[src/rtl/smbus_exp_cfg.svh]
// Constants for the SMBus I/O expander bit map block.
// Assumes a 100 MHz core clock and 16-bit expanders on a shared SMBus.
`ifndef SMBUS_EXP_CFG_SVH
`define SMBUS_EXP_CFG_SVH

`define CLK_PERIOD_NS      10
// Fast link clock keeps runs short; a board wants 10000 or more
`define SMB_SCL_PERIOD_NS  125
// Least time per quarter bit, rounded up to whole cycles
`define SMB_QUARTER_CYC \
  ((`SMB_SCL_PERIOD_NS / 4 + `CLK_PERIOD_NS - 1) / `CLK_PERIOD_NS)

// Seven-bit bus addresses of expanders 10 to 13
`define EXP10_ADDR         7'h20
`define EXP11_ADDR         7'h21
`define EXP12_ADDR         7'h22
`define EXP13_ADDR         7'h23

// Expander register pointers
`define EXP_REG_IN         8'h00
`define EXP_REG_OUT        8'h02
`define EXP_REG_DIR        8'h06

// Direction words, a one marks an input pin
`define EXP10_DIR          16'h00FF
`define EXP11_DIR          16'hFFFF
`define EXP_OUT_DIR        16'h0000
// Written to pins that are inputs
`define EXP_PAD_BYTE       8'hFF

`endif

[src/rtl/smbus_exp_pkg.sv]
// Types shared by the expander master and its bit engine.
// Assumes the constants header is included where numbers are needed.
package smbus_exp_pkg;

  typedef enum logic [1:0] {
    C_START = 2'h0,
    C_WRITE = 2'h1,
    C_READ  = 2'h2,
    C_STOP  = 2'h3
  } smb_cmd_e;

  typedef enum logic [1:0] {
    J_CFG = 2'h0,
    J_WR  = 2'h1,
    J_RD  = 2'h2
  } job_e;

endpackage

[src/rtl/smbus_cmd_if.sv]
// Byte command channel between the transaction sequencer and bit engine.
// Both ends sit on the same core clock.
`timescale 1ns/1ns
interface smbus_cmd_if;
  import smbus_exp_pkg::*;

  logic       valid;
  smb_cmd_e   cmd;
  logic [7:0] wdata;
  logic       ack_send;
  logic       ready;
  logic       done;
  logic [7:0] rdata;
  logic       ack_ok;

  modport master (output valid, cmd, wdata, ack_send,
                  input  ready, done, rdata, ack_ok);
  modport engine (input  valid, cmd, wdata, ack_send,
                  output ready, done, rdata, ack_ok);
endinterface

[src/rtl/smbus_bit_engine.sv]
// SMBus master bit engine: start, stop, byte write and byte read.
// Assumes open-drain SCL and SDA pulled up outside; honours clock stretch.
`timescale 1ns/1ns
`include "smbus_exp_cfg.svh"
module smbus_bit_engine
  import smbus_exp_pkg::*;
(
  // Clock and reset
  input  wire logic  clk_in,
  input  wire logic  rst_in,
  // Command channel
  smbus_cmd_if.engine cmd_if,
  // Bus pins
  input  wire logic  scl_in,
  output logic       scl_out,
  output logic       scl_oe_n_out,
  input  wire logic  sda_in,
  output logic       sda_out,
  output logic       sda_oe_n_out
);

  localparam logic [8:0] QMAX = 9'(`SMB_QUARTER_CYC - 1);

  logic       scl_m_reg, scl_s_reg, sda_m_reg, sda_s_reg;
  logic [8:0] tick_cnt_reg;
  logic       busy_reg;
  smb_cmd_e   kind_reg;
  logic [1:0] q_reg;
  logic [3:0] bit_reg;
  logic [7:0] sh_reg;
  logic       ack_snd_reg;
  logic       scl_low_reg, sda_low_reg;
  logic       done_reg, ack_ok_reg;

  wire take     = cmd_if.valid && !busy_reg;
  wire tick     = busy_reg && (tick_cnt_reg == QMAX);
  wire stall    = (q_reg == 2'd2) && !scl_s_reg;
  wire step     = tick && !stall;
  wire is_bits  = (kind_reg == C_WRITE) || (kind_reg == C_READ);
  wire last_bit = (bit_reg == 4'd8);
  wire finish   = step && (q_reg == 2'd3) && (!is_bits || last_bit);
  wire sda_q0   = (kind_reg == C_STOP)  ? 1'b1 :
                  (kind_reg == C_START) ? 1'b0 :
                  (kind_reg == C_WRITE) ? (!last_bit && !sh_reg[7]) :
                  (last_bit && ack_snd_reg);

  assign cmd_if.ready  = !busy_reg;
  assign cmd_if.done   = done_reg;
  assign cmd_if.rdata  = sh_reg;
  assign cmd_if.ack_ok = ack_ok_reg;
  // Open drain: only ever pull low
  assign scl_out       = 1'b0;
  assign sda_out       = 1'b0;
  assign scl_oe_n_out  = !scl_low_reg;
  assign sda_oe_n_out  = !sda_low_reg;

  // Pin synchronisers
  always_ff @(posedge clk_in) begin
    scl_m_reg <= scl_in;
    scl_s_reg <= scl_m_reg;
    sda_m_reg <= sda_in;
    sda_s_reg <= sda_m_reg;
  end

  always_ff @(posedge clk_in) begin
    if (rst_in || take || tick) begin
      tick_cnt_reg <= 9'h000;
    end else if (busy_reg) begin
      tick_cnt_reg <= tick_cnt_reg + 9'h001;
    end
  end

  always_ff @(posedge clk_in) begin
    if (rst_in) begin
      busy_reg <= 1'b0;
      done_reg <= 1'b0;
      q_reg    <= 2'd0;
      bit_reg  <= 4'd0;
    end else begin
      done_reg <= finish;
      if (take) begin
        busy_reg <= 1'b1;
        q_reg    <= 2'd0;
        bit_reg  <= 4'd0;
      end else if (finish) begin
        busy_reg <= 1'b0;
      end else if (step) begin
        q_reg <= q_reg + 2'd1;
        if (q_reg == 2'd3) begin
          bit_reg <= bit_reg + 4'd1;
        end
      end
    end
  end

  always_ff @(posedge clk_in) begin
    if (take) begin
      kind_reg    <= cmd_if.cmd;
      sh_reg      <= cmd_if.wdata;
      ack_snd_reg <= cmd_if.ack_send;
    end else if (step && q_reg == 2'd2 && is_bits && !last_bit) begin
      // Write shifts out and reads back, read shifts in
      sh_reg <= {sh_reg[6:0], sda_s_reg};
    end
  end

  always_ff @(posedge clk_in) begin
    if (rst_in) begin
      ack_ok_reg <= 1'b0;
    end else if (step && q_reg == 2'd2 && is_bits && last_bit) begin
      ack_ok_reg <= !sda_s_reg;
    end
  end

  // Both lines released in and after reset
  always_ff @(posedge clk_in) begin
    if (rst_in) begin
      scl_low_reg <= 1'b0;
      sda_low_reg <= 1'b0;
    end else if (step) begin
      unique case (q_reg)
        2'd0: sda_low_reg <= sda_q0;
        2'd1: scl_low_reg <= 1'b0;
        2'd2: begin
          if (kind_reg == C_START) sda_low_reg <= 1'b1;
          if (kind_reg == C_STOP)  sda_low_reg <= 1'b0;
        end
        2'd3: if (kind_reg != C_STOP) scl_low_reg <= 1'b1;
      endcase
    end
  end
endmodule

[src/rtl/smbus_expander_bit_map.sv]
// Switch-side master that maps interlock, partition reset, link up and
// link active signals onto expanders 10 to 13 over SMBus.
// Assumes rst_in is the switch fundamental reset; pins have pull-ups.
`timescale 1ns/1ns
`include "smbus_exp_cfg.svh"
// Notes on behaviour
// - Bits 0-7 first port, 8-15 second port
// - Expander 10 low byte: interlock state inputs
// - Expander 10 high byte: interlock drive outputs
// - Expander 11: partition fundamental reset inputs
// - Expander 12: link up status outputs
// - Expander 13: link active status outputs
// - Any output change triggers expander write
// - Untouched in reset; initialise after release
module smbus_expander_bit_map
  import smbus_exp_pkg::*;
(
  // Clock and reset
  input  wire logic        clk_in,
  input  wire logic        rst_in,
  // Values sent to expander outputs
  input  wire logic [7:0]  interlock_drive_in,
  input  wire logic [15:0] link_up_in,
  input  wire logic [15:0] link_active_in,
  // Values read from expander inputs
  output logic [7:0]       interlock_state_out,
  output logic [15:0]      partition_fund_reset_out,
  output logic [1:0]       inputs_valid_out,
  // SMBus pins
  input  wire logic        scl_in,
  output logic             scl_out,
  output logic             scl_oe_n_out,
  input  wire logic        sda_in,
  output logic             sda_out,
  output logic             sda_oe_n_out
);

  typedef enum logic [3:0] {
    T_IDLE   = 4'b0000,
    T_START  = 4'b0001,
    T_ADDR   = 4'b0011,
    T_REG    = 4'b0010,
    T_WLO    = 4'b0110,
    T_WHI    = 4'b0111,
    T_STOP   = 4'b0101,
    T_RSTART = 4'b1010,
    T_RADDR  = 4'b1011,
    T_RLO    = 4'b1001,
    T_RHI    = 4'b1000
  } top_state_e;

  function automatic logic [6:0] exp_addr(input logic [1:0] idx);
    unique case (idx)
      2'd0: exp_addr = `EXP10_ADDR;
      2'd1: exp_addr = `EXP11_ADDR;
      2'd2: exp_addr = `EXP12_ADDR;
      2'd3: exp_addr = `EXP13_ADDR;
    endcase
  endfunction

  function automatic logic [1:0] first_set(input logic [3:0] v);
    first_set = v[0] ? 2'd0 : v[1] ? 2'd1 : v[2] ? 2'd2 : 2'd3;
  endfunction

  smbus_cmd_if x ();

  top_state_e  state_reg, state_next;
  logic        wait_reg;
  job_e        job_kind_reg;
  logic [1:0]  job_idx_reg;
  logic [15:0] job_word_reg;
  logic        fail_reg;
  logic [7:0]  rd_lo_reg, rd_hi_reg;
  logic [3:0]  cfg_done_reg, wr_valid_reg;
  logic        rd_sel_reg;
  logic [15:0] sent_reg [0:3];
  logic [15:0] out_word [0:3];
  logic [15:0] dir_word [0:3];
  logic [3:0]  wr_pend;

  // Expander output words, pin n of port p is bit 8p+n
  assign out_word[0] = {interlock_drive_in, `EXP_PAD_BYTE};
  assign out_word[1] = 16'hFFFF;
  assign out_word[2] = ~link_up_in;
  assign out_word[3] = ~link_active_in;
  assign dir_word[0] = `EXP10_DIR;
  assign dir_word[1] = `EXP11_DIR;
  assign dir_word[2] = `EXP_OUT_DIR;
  assign dir_word[3] = `EXP_OUT_DIR;

  // Last value actually sent, compared to catch every change
  for (genvar g = 0; g < 4; g++) begin : g_exp
    always_ff @(posedge clk_in) begin
      if (rst_in) begin
        sent_reg[g] <= 16'h0000;
      end else if (x.done && state_reg == T_STOP && !fail_reg &&
                   job_kind_reg == J_WR && job_idx_reg == 2'(g)) begin
        sent_reg[g] <= job_word_reg;
      end
    end
    assign wr_pend[g] = (g != 1) && (!wr_valid_reg[g] ||
                        sent_reg[g] != out_word[g]);
  end

  // Outputs first, then directions, then input polling
  wire [3:0] cfg_need = ~cfg_done_reg;
  wire       any_wr   = |wr_pend;
  wire       any_cfg  = |cfg_need;
  wire job_e nxt_kind = any_wr ? J_WR : any_cfg ? J_CFG : J_RD;
  wire [1:0] nxt_idx  = any_wr  ? first_set(wr_pend)  :
                        any_cfg ? first_set(cfg_need) : {1'b0, rd_sel_reg};
  wire [15:0] nxt_word = (nxt_kind == J_WR)  ? out_word[nxt_idx] :
                         (nxt_kind == J_CFG) ? dir_word[nxt_idx] : 16'h0000;
  wire [7:0] reg_ptr   = (job_kind_reg == J_WR)  ? `EXP_REG_OUT :
                         (job_kind_reg == J_CFG) ? `EXP_REG_DIR : `EXP_REG_IN;
  wire need_ack = (state_reg == T_ADDR) || (state_reg == T_REG) ||
                  (state_reg == T_WLO) || (state_reg == T_WHI) ||
                  (state_reg == T_RADDR);
  wire nack     = x.done && need_ack && !x.ack_ok;
  wire commit   = x.done && (state_reg == T_STOP) && !fail_reg;

  // Command decode
  assign x.valid    = (state_reg != T_IDLE) && !wait_reg;
  assign x.cmd      = (state_reg == T_START || state_reg == T_RSTART) ?
                      C_START :
                      (state_reg == T_STOP) ? C_STOP :
                      (state_reg == T_RLO || state_reg == T_RHI) ? C_READ :
                      C_WRITE;
  assign x.wdata    = (state_reg == T_ADDR)  ? {exp_addr(job_idx_reg), 1'b0} :
                      (state_reg == T_RADDR) ? {exp_addr(job_idx_reg), 1'b1} :
                      (state_reg == T_REG)   ? reg_ptr :
                      (state_reg == T_WLO)   ? job_word_reg[7:0] :
                      job_word_reg[15:8];
  assign x.ack_send = (state_reg == T_RLO); // Last byte is NACKed

  always_comb begin
    state_next = state_reg;
    if (state_reg == T_IDLE) begin
      state_next = T_START;
    end else if (x.done) begin
      unique case (state_reg)
        T_START:  state_next = T_ADDR;
        T_ADDR:   state_next = x.ack_ok ? T_REG : T_STOP;
        T_REG:    state_next = !x.ack_ok ? T_STOP :
                              (job_kind_reg == J_RD) ? T_RSTART : T_WLO;
        T_WLO:    state_next = x.ack_ok ? T_WHI : T_STOP;
        T_WHI:    state_next = T_STOP;
        T_RSTART: state_next = T_RADDR;
        T_RADDR:  state_next = x.ack_ok ? T_RLO : T_STOP;
        T_RLO:    state_next = T_RHI;
        T_RHI:    state_next = T_STOP;
        T_STOP:   state_next = T_IDLE;
        default:  state_next = T_IDLE;
      endcase
    end
  end

  always_ff @(posedge clk_in) begin
    if (rst_in) begin
      state_reg <= T_IDLE;
      wait_reg  <= 1'b0;
      fail_reg  <= 1'b0;
    end else begin
      state_reg <= state_next;
      wait_reg  <= (x.valid && x.ready) || (wait_reg && !x.done);
      if (state_reg == T_IDLE) fail_reg <= 1'b0;
      else if (nack)           fail_reg <= 1'b1;
    end
  end

  // Job is latched whole, so a mid-write change is caught next round
  always_ff @(posedge clk_in) begin
    if (rst_in) begin
      job_kind_reg <= J_WR;
      job_idx_reg  <= 2'd0;
      job_word_reg <= 16'h0000;
    end else if (state_reg == T_IDLE) begin
      job_kind_reg <= nxt_kind;
      job_idx_reg  <= nxt_idx;
      job_word_reg <= nxt_word;
    end
  end

  always_ff @(posedge clk_in) begin
    if (x.done && state_reg == T_RLO) rd_lo_reg <= x.rdata;
    if (x.done && state_reg == T_RHI) rd_hi_reg <= x.rdata;
  end

  always_ff @(posedge clk_in) begin
    if (rst_in) begin
      cfg_done_reg <= 4'h0;
      wr_valid_reg <= 4'h0;
      rd_sel_reg   <= 1'b0;
    end else if (commit) begin
      if (job_kind_reg == J_CFG) cfg_done_reg[job_idx_reg] <= 1'b1;
      if (job_kind_reg == J_WR)  wr_valid_reg[job_idx_reg] <= 1'b1;
    end
    if (!rst_in && x.done && state_reg == T_STOP && job_kind_reg == J_RD) begin
      rd_sel_reg <= !rd_sel_reg;
    end
  end

  always_ff @(posedge clk_in) begin
    if (rst_in) begin
      interlock_state_out      <= 8'h00;
      partition_fund_reset_out <= 16'h0000;
      inputs_valid_out         <= 2'h0;
    end else if (commit && job_kind_reg == J_RD) begin
      if (job_idx_reg == 2'd0) begin
        interlock_state_out <= rd_lo_reg;
        inputs_valid_out[0] <= 1'b1;
      end else begin
        partition_fund_reset_out <= ~{rd_hi_reg, rd_lo_reg};
        inputs_valid_out[1]      <= 1'b1;
      end
    end
  end

  smbus_bit_engine u_engine (
    .clk_in       (clk_in),
    .rst_in       (rst_in),
    .cmd_if       (x),
    .scl_in       (scl_in),
    .scl_out      (scl_out),
    .scl_oe_n_out (scl_oe_n_out),
    .sda_in       (sda_in),
    .sda_out      (sda_out),
    .sda_oe_n_out (sda_oe_n_out)
  );
endmodule

[config.mk]
export PLATFORM = sky130hd
export DESIGN_NAME = smbus_expander_bit_map
export DESIGN_NICKNAME = d
export VERILOG_FILES = /design/src/rtl/smbus_exp_pkg.sv /design/src/rtl/smbus_cmd_if.sv /design/src/rtl/smbus_bit_engine.sv /design/src/rtl/smbus_expander_bit_map.sv
export VERILOG_INCLUDE_DIRS = /design/src /design/src/rtl
export SDC_FILE = /design/constraint.sdc
export NUM_CORES = 1
export LEC_CHECK = 0
export BUFFER_PORTS_ARGS = -buffer_cell sky130_fd_sc_hd__buf_2
export CORE_MARGIN = 1
export CORE_UTILIZATION = 59
export DETAILED_ROUTE_END_ITERATION = 12
export PLACE_DENSITY_LB_ADDON = 0.3
export SLEW_MARGIN = 10
export SYNTH_ARGS = -nofsm -noshare
export SYNTH_HDL_FRONTEND = slang
export SYNTH_SLANG_ARGS = --single-unit
export TNS_END_PERCENT = 20
[constraint.sdc]
create_clock -name clk_in -period 2.6 [get_ports clk_in]
set_input_delay 0.52 -clock clk_in [delete_from_list [all_inputs] [get_ports clk_in]]
set_output_delay 0.52 -clock clk_in [all_outputs]
set_load 0.01 [all_outputs]
* Word-level counts from Yosys, hierarchy flattened
Memories as Yosys holds them, arrays and structs flattened. Cells that the tools add are included.
Operators by class: eq/ne operators 30, add/subtract/negate cells 3, reductions and logical operators 88, magnitude comparators 3, multiplexer cells 68, bitwise operators 13
Operators by type and width (count):
- $mux 16 | 10
- $bmux 16 s2 | 2
- $mux 8 | 6
- $ne 16x16->1 | 3
- $not 16->16 | 3
- $pmux 4 s8 | 1
- $logic_and 1x1->1 | 30
- $mux 1 | 29
- $pmux 7 s4 | 1
- $eq 4x4->1 const B | 5
- $mux 2 | 10
- $logic_not 1->1 | 18
- $eq 2x2->1 const B | 7
- $logic_or 1x1->1 | 14
- $eq 4x3->1 const B | 3
- $mux 4 | 3
- $reduce_bool 2->1 | 6
- $eq 2x1->1 const B | 5
- $logic_not 2->1 | 5
- $reduce_and 2->1 | 5
- $add 9x1->9 const B | 1
- $eq 9x2->1 const B | 1
- $mux 3 | 3
- $reduce_and 3->1 | 3
- 21 further kinds | 31
Word-level totals: input bits 44, RAM bits 64, word-level logic and storage cells 237, memories 1, register bits after elaboration 112
Memories:
- sent_reg | words 4, width 16, rd ports 3, clocked after Yosys merged registers in 0, wr ports 4, line smbus_expander_bit_map.sv:76 | logic [15:0] sent_reg [0:3];

* Depth between registers and ports, before layout
Gate-level depths: netlist of run 1.
depth in word-level cells 12, gate-level depth with buffers 9, gate-level depth less buffers 8

* Hierarchy
From an unflattened synthesis of run 1, not the netlist that was laid out.
Second synthesis, totals: cells, all modules 737, area total of the unflattened synthesis 7489.7 µm²
Modules (own cells, without submodules):
- smbus_expander_bit_map | instances 1, cells an instance 580, area an instance 5840.6 µm², seq. area each 3133.0 µm²
- smbus_bit_engine | instances 1, cells an instance 157, area an instance 1649.1 µm², seq. area each 810.8 µm²

* Worst setup path after synthesis of run 1
Ideal clock, no wire load.
path kind input-to-reg, from input port link_up_in[10], to register job_word_reg[0], cell stages on the path 9, arrival 1.970 ns, buffers on the path 2, path slack 0.501 ns, cells stage by stage xor2_1 -> nor4bb_1 -> nand3_1 -> or2_1 -> buf_6 -> nor3_4 -> nand2b_1 -> buf_4 -> o211ai_1
Between the ends: cells in the longest elaborated chain, start to end 12, elaborated cells on any way between the ends 19, classes of those cells eq/ne: 2; mux: 12; bitwise: 2; reduce/logical: 3
Ends and longest elaborated chain:
- start: declaration | line smbus_expander_bit_map.sv:23 | input wire logic [15:0] link_up_in,
- $not 16->16 * | line smbus_expander_bit_map.sv:84 | assign out_word[2] = ~link_up_in;
- $ne 16x16->1 * | line smbus_expander_bit_map.sv:102 | sent_reg[g] != out_word[g]);
- $logic_or 1x1->1 * | line smbus_expander_bit_map.sv:101 | assign wr_pend[g] = (g != 1) && (!wr_valid_reg[g] ||
- $mux 1 | line smbus_expander_bit_map.sv:62 | first_set = v[0] ? 2'd0 : v[1] ? 2'd1 : v[2] ? 2'd2 : 2'd3;
- $mux 2 | line smbus_expander_bit_map.sv:62
- $mux 2 | line smbus_expander_bit_map.sv:110 | wire [1:0] nxt_idx = any_wr ? first_set(wr_pend) :
- $not 2->3 (implied by the code) | line smbus_expander_bit_map.sv:112, smbus_expander_bit_map.sv:113
- $bmux 16 s2 | line smbus_expander_bit_map.sv:113 | (nxt_kind == J_CFG) ? dir_word[nxt_idx] : 16'h0000;
- $mux 16 (implied by the code) (2 in a row) | line smbus_expander_bit_map.sv:113
- $mux 16 | line smbus_expander_bit_map.sv:113
- $mux 16 * | line smbus_expander_bit_map.sv:112 | wire [15:0] nxt_word = (nxt_kind == J_WR) ? out_word[nxt_idx] :
- end signal: assignment | line smbus_expander_bit_map.sv:180 | job_word_reg <= nxt_word;
- end: declaration | line smbus_expander_bit_map.sv:71 | logic [15:0] job_word_reg;
Every way passes the cells marked *; elsewhere a longest branch is shown, timed or not. The select of a mux whose other input is x is not followed. A chain may end at the register's enable or synchronous reset.

==> metrics.md, run 1 <==
| Metric | Value |
|---|---|
| RSZ-0062 raised after global routing | `false` |
| DP Area | `7900 um^2` |
| Clock Latency Late Sink | `0.43 ns` |
| Outcome | `completed` |
| CTS max path bufs | `2` |
| CP required | `2.89 ns` |
| DR iter-0 viols | `456` |
| CTS HTree Levels | `4` |
| Ports | `74` |
| CP Data Arrival Time | `2.57 ns` |
| GPL Wtd Cong | `0.974` |
| Clk_skew | `0.00882 ns` |
| Gr busiest metal | `met2` |
| Drt via density | `5.70` |
| RR Startpoint | `sent_reg[1][2]` |
| Critical path endpoint category | `flop` |
| Pin slew with the least headroom to its limit | `0.823 ns` |
| Minimum clock period | `2.28 ns` |
| Row count | `40` |
| CTS sink count | `159` |
| Layout cells sized above 1 | `16.9%` |
| Worst vdd ir | `0.000564 V` |
| Die H | `113 um` |
| Total gr overflow | `0` |
| Number of flip-flops under the largest register name | `48` |
| WL per Instance | `17.1 um` |
| Max Fanout on Critical Path | `8` |
| Met3 Use GR | `5.09%` |
| Final net count | `858` |
| Ys flop type | `dfxtp_1` |
| Post-synth EDFFs | `76` |
| Hold-fix buffers at CTS | `0` |
| First-pass GRT wire length | `26400 um` |
| Yosys warnings | `0` |
| Tot Pwr | `5.54 mW` |
| Full die area | `12800 um^2` |
| Hold Path Origin | `scl_in` |
| Slowest cell delay on critical path | `0.40 ns` |
| Fin Setup TNS | `0 ns` |
| Post-synthesis sequential area ratio | `54.0%` |
| Yosys reg bits | `159` |
| Crit share post-route | `87.8%` |
| Core box area | `12100 um^2` |
| Hold path depth | `1` |
| Critical path launch point type | `flop` |
| Met2 usage | `46.1%` |
| CP max-delay cell | `edfxtp_1` |
| Area delta synth->final | `16.1%` |
| Layout Utilization | `70.4%` |
| Largest net degree at the start of global routing | `30` |
| R2R Setup Slk | `0.32 ns` |
| Total Routing Usage GR | `27.3%` |
| Fin. Hold Viols | `0` |
| Crit Path Class | `reg -> reg` |
| Reg-to-reg endpoint | `job_word_reg[7]` |
| Max-cap violations | `0` |
| Cell taking the most area after synthesis | `edfxtp_1` |
| Drt drc | `0` |
| DPL Wire Length | `12200 um` |
| Area contributors post-synth | `edfxtp_1, dfxtp_1, xor2_1, and2_1, nor2_1` |
| DRT Wirelength | `16800 um` |
| Crit-path cells | `xnor2_1 > nor4b_2 > nand3_1 > or2_1 > nor3_4 > nand2b_1 > o211ai_1` |
| DRT Pass-1 Iters | `5` |
| Synth cell types | `58` |
| Initial core utilization | `60.6%` |
| Clock transition at the registers of the reported paths | `0.06 ns` |
| Slew HR | `45.1%` |
| CTS-repair resized insts | `0` |
| Gate Count Post-Synth | `723` |
| Finish-stage setup viols | `0` |
| Antenna-violating nets left | `0` |
| Peak Freq | `0.438 GHz` |
| Leak pwr | `3.28 nW` |
| Power Density | `653 nW/um^2` |
| GR Util met1 | `33.8%` |
| Vias | `5616` |
| Fin area | `8490 um^2` |
| Post-synth top area share | `31.2%` |
| Root Buffer | `clkbuf_16` |
| PortBufs | `71` |
| Die width | `113 um` |
| Reg2reg path depth | `7` |
| Diode count | `0` |
| Synthesized area | `7310 um^2` |
| Initial antenna violation count | `0` |
| WHS Endpoint | `u_engine.scl_m_reg` |
| Async SR Flop Fraction | `0%` |
| CTS Buf Count | `17` |
| Post-CTS setup buffer count | `0` |
| Worst min path class | `in -> reg` |
| TritonCTS clock tree | `done` |
| Critical Path Start | `sent_reg[1][2]` |
| Vias in the first global route | `5477` |
| Slew Limit Fails | `0` |
| Mean Syn Cell Area | `10.1 um^2` |
==> synth_stat cells, types with 2 or more instances <==
cell and count:
nor3_4 2, buf_4 6, clkinv_1 2, o22ai_1 2, xnor2_1 15, nand2b_1 18, nor2_1 81, o21ai_0 32
a31oi_1 7, and3_1 2, ha_1 10, edfxtp_1 76, or3_1 2, nor2b_1 7, and2_1 50, inv_1 19
nand2_1 73, dfxtp_1 83, clkbuf_1 19, nand2b_4 2, nand4_1 16, nand3_1 15, or2_1 2, o311ai_0 2
nor4_1 7, a211oi_1 9, a21boi_0 3, and4_1 4, o21bai_1 8, o211ai_1 10, xor2_1 39, nand3b_1 4
a311oi_1 2, clkbuf_2 3, buf_2 4, mux2i_1 23, a21oi_1 37, nor3_1 7
==> worst max-delay path, delay by kind of cell (launching register included) <==
kind	cells	cell delay, ns
compound gates	1	0.16
xor+xnor	1	0.19
simple gates	5	1.40
flops	1	0.40
==> worst max-delay path by stage <==
stage	endpoint	depth (start not counted)	slack (ns)
finish	job_word_reg[7]	7	0.32
global route	job_word_reg[7]	8	0.16
CTS	state_reg[2]	6	0.32
detailed placement	job_word_reg[5]	8	0.11
global placement	job_word_reg[7]	8	0.21
floorplan	job_word_reg[0]	9	0.50
==> power breakdown <==
part / switching (mW) / total (mW) / leakage (nW) / internal [mW]
logic: 0.183 / 0.299 / 1.59 / 0.116
clock network: 1.03 / 2.45 / 0.288 / 1.43
registers: 0.0747 / 2.78 / 1.40 / 2.71
==> placed cells by master (no fill, tap or decap), types with 10 or more instances in the layout <==
master,Yosys,final
a21oi_1,37,37
and2_1,50,50
buf_2,4,71
buf_4,6,24
clkbuf_16,0,17
dfxtp_1,83,83
edfxtp_1,76,76
ha_1,10,10
inv_1,19,19
mux2i_1,23,23
nand2_1,73,73
nand2b_1,18,18
nand3_1,15,15
nand4_1,16,16
nor2_1,81,80
o211ai_1,10,10
o21ai_0,32,32
xnor2_1,15,15
xor2_1,39,39
==> cell type report <==
| type | instances | area (um^2) |
|---|---|---|
| clock inverter | 15 | 159 |
| fill | 900 | 3580 |
| inverter | 21 | 78.8 |
| timing repair buffer | 95 | 536 |
| clock buffer | 17 | 425 |
| sequential | 159 | 3940 |
| multi-input combinational | 510 | 3130 |
| tap | 168 | 210 |
==> routing by layer <==
metal	vias to the layer above	wire [um]
met4	0	466
li1	2680	-
met3	45	963
met5	-	0
met1	2685	7180
met2	206	8220
==> cells by family after synthesis <==
group / Yosys count / synth area share, %
other: 1 / 0.0513
flip-flops: 159 / 54.0
XOR/XNOR: 54 / 6.47
adder cells (fa/ha/maj): 10 / 1.71
buffers and inverters: 55 / 3.35
multiplexers: 24 / 3.30
AO/OA/AOI/OAI: 121 / 10.1
AND/OR/NAND/NOR: 299 / 21.1
==> metrics by stage <==
stage	cells	setup slack (ns)	hold WS, ns
final	985	0.316	0.192
after global routing	985	0.158	0.183
after CTS	985	0.320	0.181
after detailed placement	953	0.110	0.313
after global placement	953	0.208	0.313
after floorplan	724	0.501	0.310
Note: power is estimated with default switching activity, not from simulation.
==> run 2: changes to the inputs <==
Settings changed: GPL_TIMING_DRIVEN from default to 0, SLEW_MARGIN 10 to 20.
==> run 2 against run 1 <==
- wire length grew 2.2%
- register-to-register slack worse by 0.19 ns
- critical endpoint is now sent_reg[1][18]
- largest power group unchanged
- maximum frequency is 7.5% lower
==> metrics.md, run 2 (synthesis results as in run 1) <==
| Metric | Value |
|---|---|
| Outcome | `completed` |
| Layout cells sized above 1 | `15.2% (-1.7 points)` |
| Most frequent cells in the layout | `dfxtp_1, nor2_1, buf_2, edfxtp_1, nand2_1` |
| Power Density | `642 nW/um^2 (-1.6%)` |
| Largest net degree at the start of global routing | `17 (-43%)` |
| PortBufs | `71 (unchanged)` |
| Initial core utilization | `60.6% (unchanged)` |
| Antenna-violating nets left | `0 (unchanged)` |
| RSZ-0062 raised after global routing | `false` |
| Critical path endpoint category | `flop` |
| Crit Path Class | `reg -> reg` |
| Vias | `5620 (+0.071%)` |
| CTS max path bufs | `2 (unchanged)` |
| Core box area | `12100 um^2 (unchanged)` |
| Total Routing Usage GR | `28.3% (+0.96 points)` |
| CTS sink count | `159 (unchanged)` |
| TritonCTS clock tree | `done` |
| Worst vdd ir | `0.000414 V (-27%)` |
| Peak Freq | `0.405 GHz (-7.5%)` |
| Multi-input logic area | `3140 um^2 (+0.36%)` |
| Total gr overflow | `0 (unchanged)` |
| CP Data Arrival Time | `2.53 ns (-0.04 ns)` |
| Slew Limit Fails | `0 (unchanged)` |
| Crit share post-route | `95.0% (+7.2 points)` |
| Number of flip-flops under the largest register name | `48 (unchanged)` |
| Clock Latency Late Sink | `0.43 ns (about the same)` |
| Layout Utilization | `70.1% (-0.27 points)` |
| CTS HTree Levels | `4 (unchanged)` |
| FF/Latch Area | `3940 um^2 (unchanged)` |
| Commonest non-fill, non-tap cell in the layout | `dfxtp_1` |
| CTS Buf Count | `17 (unchanged)` |
| Die width | `113 um (unchanged)` |
| DPL Wire Length | `12700 um (+3.8%)` |
| DRT Pass-1 Iters | `5 (unchanged)` |
| Clk_skew | `0.00913 ns (+0.000310 ns)` |
| Fillers | `907 (+0.78%)` |
| Area delta synth->final | `15.6%` |
| DR iter-0 viols | `608 (+33%)` |
| Post-CTS setup buffer count | `0 (unchanged)` |
| DRT Wirelength | `17200 um (+2.2%)` |
| WL per Instance | `17.3 um (+1.1%)` |
| Drt via density | `5.64 (-1.0%)` |
| Clock transition at the registers of the reported paths | `0.06 ns (about the same)` |
| First-pass GRT wire length | `27300 um (+3.1%)` |
| Drt drc | `0 (unchanged)` |
| CTS-repair resized insts | `0 (unchanged)` |
| Leak pwr | `3.24 nW (-1.1%)` |
| Worst min path class | `in -> reg` |
| Hold-fix buffers at CTS | `0 (unchanged)` |
| Fin. Hold Viols | `0 (unchanged)` |
| Finish-stage setup viols | `0 (unchanged)` |
| Root Buffer | `clkbuf_16` |
| CP required | `2.66 ns (-0.23 ns)` |
| Initial antenna violation count | `0 (unchanged)` |
| Slew HR | `43.9% (-1.1 points)` |
| Vias in the first global route | `5402 (-1.4%)` |
| Diode count | `0 (unchanged)` |
| GPL Wtd Cong | `0.945 (-2.9%)` |
| Minimum clock period | `2.47 ns (+0.186 ns)` |
| RR Startpoint | `state_reg[1]` |
| Die H | `113 um (unchanged)` |
| Max Fanout on Critical Path | `16 (+8)` |
| Critical path launch point type | `flop` |
| Pin slew with the least headroom to its limit | `0.841 ns (+0.0176 ns)` |
| Final net count | `869 (+1.3%)` |
| Row count | `40 (unchanged)` |
| Critical Path Start | `state_reg[1]` |
| Max-cap violations | `0 (unchanged)` |
| Ports | `74 (unchanged)` |
| Full die area | `12800 um^2 (unchanged)` |
| Fin Setup TNS | `0 ns (unchanged)` |
| Hold Path Origin | `scl_in` |
[run 2: cell count changes in the layout (fill, tap and decap cells not counted), sizes merged]
| cell | delta |
|---|---|
| bufinv | -1 |
| clkinv | +1 |
| clkbuf | +25 |
| inv | -2 |
| clkinvlp | -1 |
| buf | -11 |
[run 2: path summary, 6_finish.rpt]
kind,slack [ns],cells past startpoint,end
setup / recovery,0.13,6,sent_reg[1][18]
hold / removal,0.19,1,u_engine.scl_m_reg
setup reg to reg,0.13,6,sent_reg[1][18]
hold reg to reg,0.33,0,u_engine.scl_s_reg
[run 2: per-layer routing]
metal | GRT usage (%) | part of all wire (%) | wire, um | up-vias
met5 | 0 | 0 | 0 | -
met3 | 5.36 | 5.7 | 978 | 26
met1 | 37.9 | 44 | 7650 | 2694
met2 | 45.6 | 48 | 8190 | 196
met4 | 11.3 | 2.3 | 391 | 0
li1 | - | - | - | 2704
[run 2: stage by stage]
step	cells	worst slack (ns)	cell area (um^2)	hold slack, ns	power (mW)
CTS	996	0.0385	8440	0.181	5.44
detailed placement	964	0.00479	7890	0.315	3.13
global route	996	0.0111	8450	0.186	5.58
finish	996	0.130	8450	0.192	5.43
global placement	963	0.0420	7880	0.314	3.12
floorplan	724	0.501	7310	0.310	2.99
[run 2: where the power goes]
part | switching, mW | total, mW | leakage (nW) | internal [mW]
registers | 0.0696 | 2.78 | 1.40 | 2.71
clock network | 1.01 | 2.34 | 0.269 | 1.33
logic | 0.194 | 0.308 | 1.57 | 0.114
[run 2: layout make-up]
type / count / share of cell area [%]
sequential: 159 / 46.7
clock buffer: 20 / 5.17
inverter: 21 / 0.933
multi-input combinational: 510 / 37.2
tap: 168 / 2.49
clock inverter: 12 / 1.33
timing repair buffer: 72 / 4.26
buffer: 34 / 1.97
[run 2: critical path, cell delays in order (launching register included)]
cell and delay [ns]:
dfxtp_1 0.33, buf_2 0.18, nand2b_4 0.16, or3_1 0.38, nor3_2 0.19, nand4_1 0.20
nand2b_1 0.66
==> run 3: changes to the inputs <==
Settings changed: SYNTH_HIERARCHICAL from default to 1.
==> run 3 against run 2 <==
- flip-flop and latch count unchanged
- design area increased by 3.8%
- worst setup slack got worse by 0.088 ns
- global-route usage increased by 1.8 points
- largest cell class unchanged
==> metrics.md, run 3 <==
| Metric | Value |
|---|---|
| WL per Instance | `18.6 um (+7.8%)` |
| Drt via density | `5.94 (+5.4%)` |
| Gate Count Post-Synth | `737 (+1.9%)` |
| Placed instance count | `977 (+1.3%)` |
| Initial core utilization | `61.3% (+0.73 points)` |
| Peak Freq | `0.391 GHz (-3.5%)` |
| Largest family of logic cells by synthesized area | `simple AND/OR/NAND/NOR gates` |
| Ys flop type | `dfxtp_1` |
| Clock transition at the registers of the reported paths | `0.06 ns (about the same)` |
| Layout cells sized above 1 | `19.2% (+4.0 points)` |
| Reg-to-reg endpoint | `sent_reg[1][4]` |
| CP Data Arrival Time | `2.62 ns (+0.09 ns)` |
| Post-synthesis mux area share | `2.97% (-0.33 points)` |
| Internal Power | `4.47 mW (+7.8%)` |
| Reg2reg path depth | `8 (+2)` |
| Area delta synth->final | `17.2%` |
| First-pass GRT wire length | `29300 um (+7.6%)` |
| CTS sink count | `159 (unchanged)` |
| Worst vdd ir | `0.000478 V (+16%)` |
| Post-synthesis simple-gate area fraction | `22.2% (+1.2 points)` |
| Fin Setup TNS | `0 ns (unchanged)` |
| Yosys warnings | `6 (+6)` |
| Worst min path class | `in -> reg` |
| Drt drc | `0 (unchanged)` |
| Commonest non-fill, non-tap cell in the layout | `dfxtp_1` |
| Clock Latency Late Sink | `0.42 ns (about the same)` |
| Vias in the first global route | `5603 (+3.7%)` |
| Fillers | `917 (+1.1%)` |
| DRT Pass-1 Iters | `5 (unchanged)` |
| DPL Wire Length | `13400 um (+5.3%)` |
| Outcome | `completed` |
| CTS HTree Levels | `4 (unchanged)` |
| Adder-cell share of the synthesized area | `1.67% (-0.041 points)` |
| R2R Setup Slk | `0.04 ns (-0.09 ns)` |
| Largest net degree at the start of global routing | `17 (unchanged)` |
| Total gr overflow | `0 (unchanged)` |
| Crit Path Class | `reg -> reg` |
| Total Routing Usage GR | `30.1% (+1.8 points)` |
| Max-cap violations | `0 (unchanged)` |
| PortBufs | `71 (unchanged)` |
| RR Startpoint | `state_reg[1]` |
| Diode count | `0 (unchanged)` |
| Post-synth EDFFs | `76 (unchanged)` |
| Pin slew with the least headroom to its limit | `0.739 ns (-0.102 ns)` |
| Critical path endpoint category | `flop` |
| Die H | `115 um (+1.2%)` |
| WHS Endpoint | `u_engine/sda_m_reg` |
| Most frequent cells in the layout | `dfxtp_1, buf_2, nor2_1, edfxtp_1, nand2_1` |
| Clock share of power | `46.0% (+2.9 points)` |
| Fin cells | `1011 (+1.5%)` |
| Xor-xnor portion of the synthesized cell area | `5.61% (-0.86 points)` |
| Hold path depth | `1 (unchanged)` |
| Critical path launch point type | `flop` |
| Core box area | `12200 um^2 (+1.2%)` |
| Ports | `74 (unchanged)` |
| Finish-stage setup viols | `0 (unchanged)` |
| Post-synth top cells | `dfxtp_1, nor2_1, edfxtp_1` |
| Crit share post-route | `98.4% (+3.4 points)` |
| CTS max path bufs | `2 (unchanged)` |
| TritonCTS clock tree | `done` |
| Die width | `115 um (+1.2%)` |
| DRT Wirelength | `18800 um (+9.4%)` |
| Full die area | `13100 um^2 (+2.4%)` |
| Slew HR | `50.7% (+6.8 points)` |
| Vias | `6010 (+6.9%)` |
| GPL Wtd Cong | `0.961 (+1.7%)` |
| Leak pwr | `3.23 nW (-0.16%)` |
| Number of flip-flops under the largest register name | `48 (unchanged)` |
| Post-synthesis sequential area ratio | `52.7% (-1.3 points)` |
| Hold Path Origin | `sda_in` |
| Max Fanout on Critical Path | `16 (unchanged)` |
| Hold-fix buffers at CTS | `0 (unchanged)` |
| Slew Limit Fails | `0 (unchanged)` |
| Compound-Gate Fraction of Synth Area | `11.6% (+1.5 points)` |
| CP required | `2.66 ns (about the same)` |
| Switching portion of total power | `22.2% (-1.3 points)` |
| DR iter-0 viols | `669 (+10%)` |
| Mean Syn Cell Area | `10.2 um^2 (+0.52%)` |
| RSZ-0062 raised after global routing | `true` |
| Row count | `40 (unchanged)` |
| Power Density | `656 nW/um^2 (+2.1%)` |
| Post-synth top area share | `30.5% (-0.75 points)` |
| Area contributors post-synth | `edfxtp_1, dfxtp_1, and2_1, nor2_1, xor2_1` |
| Comb power frac | `5.6% (about the same)` |
| Async SR Flop Fraction | `0% (unchanged)` |
| Minimum clock period | `2.56 ns (+0.0884 ns)` |
| Synthesized area | `7490 um^2 (+2.5%)` |
| Most frequent cell after synthesis | `dfxtp_1` |
| CTS Buf Count | `17 (unchanged)` |
| Initial antenna violation count | `0 (unchanged)` |
| Cell taking the most area after synthesis | `edfxtp_1` |
| Clk_skew | `0.00523 ns (-0.00390 ns)` |
| Antenna-violating nets left | `0 (unchanged)` |
| Synth cell types | `67 (+16%)` |
| Root Buffer | `clkbuf_16` |
| Net Sw Power | `1.28 mW (about the same)` |
| Sequential power share | `48.4% (-2.8 points)` |
| Final net count | `885 (+1.8%)` |
| Fin. Hold Viols | `0 (unchanged)` |
| Yosys reg bits | `159 (unchanged)` |
[run 3: changes by cell type after synthesis, sizes merged, moves of 4 or more]
cell / delta
nand2: -12
a21oi: -10
mux2i: -12
o21bai: -7
xor2: -7
nor4: +5
o31ai: +5
nand3: +6
nor3: +33
and4: -4
a22oi: +6
a211oi: +8
mux2: +9
nand2b: -16
[run 3: timing repair]
| item | CTS | global route |
|---|---|---|
| resized for setup | 3 | 10 |
| buffers inserted | 0 | 3 |
| pin swaps | 0 | 1 |
| endpoints found under the setup margin | 51 | 80 |
[run 3: worst max-delay path, stage by stage (launching register included)]
cell,delay [ns]
dfxtp_1,0.30
clkbuf_1,0.22
inv_2,0.16
nand2_1,0.08
or3_1,0.32
buf_2,0.18
nor3_2,0.19
nand3_1,0.23
o21ai_4,0.52
[run 3: area by class of cell]
type / instances / area, um^2 / share of cell area (%)
Tap cell: 168 / 210 / 2.39
Clock inverter: 8 / 115 / 1.31
Sequential cell: 159 / 3940 / 44.9
Timing Repair Buffer: 74 / 378 / 4.30
Clock buffer: 23 / 532 / 6.06
Multi-Input combinational cell: 522 / 3350 / 38.2
Inverter: 19 / 71.3 / 0.812
Buffer: 38 / 174 / 1.98
[run 3: stage by stage]
step	util, %	worst slack (ns)	hold slack [ns]	power (mW)	cell area [um^2]
6_report	71.9	0.0416	0.193	5.75	8780
5_1_grt	71.9	-0.0452	0.181	5.91	8780
4_1_cts	71.5	-0.0305	0.178	5.77	8730
3_5_place_dp	66.0	-0.413	0.313	3.14	8060
3_3_place_gp	66.0	-0.428	0.311	3.13	8060
2_1_floorplan	-	0.0981	0.310	2.99	7490
[run 3: logic make-up (layout without fill, tap and decap cells)]
| group | count (synthesis) | after routing |
|---|---|---|
| adder cells (fa/ha/maj) | 10 | 10 |
| flip-flops | 159 | 159 |
| other | 1 | 2 |
| multiplexers | 21 | 21 |
| AO/OA/AOI/OAI | 125 | 125 |
| XOR/XNOR | 48 | 48 |
| AND/OR/NAND/NOR | 316 | 316 |
| buffers and inverters | 57 | 162 |
[run 3: how the worst max path moves through the flow]
stage	start	to	slack, ns	cells after the start
2_1_floorplan	state_reg[1]	sent_reg[1][0]	0.1	8
3_3_place_gp	state_reg[1]	u_engine/cmd_if.rdata[3]	-0.43	7
3_5_place_dp	state_reg[1]	u_engine/cmd_if.rdata[2]	-0.41	7
4_1_cts	state_reg[1]	sent_reg[1][12]	-0.03	10
5_1_grt	state_reg[1]	sent_reg[1][0]	-0.05	8
6_report	state_reg[1]	sent_reg[1][4]	0.04	8
[run 3: metal layers]
| layer | vias up | global-route usage (%) | wire length [um] |
|---|---|---|---|
| li1 | 2821 | - | - |
| met1 | 2845 | 39.0 | 7960 |
| met2 | 296 | 48.8 | 8880 |
| met3 | 48 | 6.30 | 1370 |
| met4 | 0 | 13.6 | 614 |
| met5 | - | 0 | 0 |
[run 3: power by group through the flow]
stage,sequential (mW),combinational (mW),clock (mW)
floorplan,2.79,0.203,0
global route,2.79,0.351,2.78
detailed placement,2.83,0.311,0
CTS,2.78,0.316,2.67
finish,2.78,0.323,2.65
global placement,2.83,0.300,0
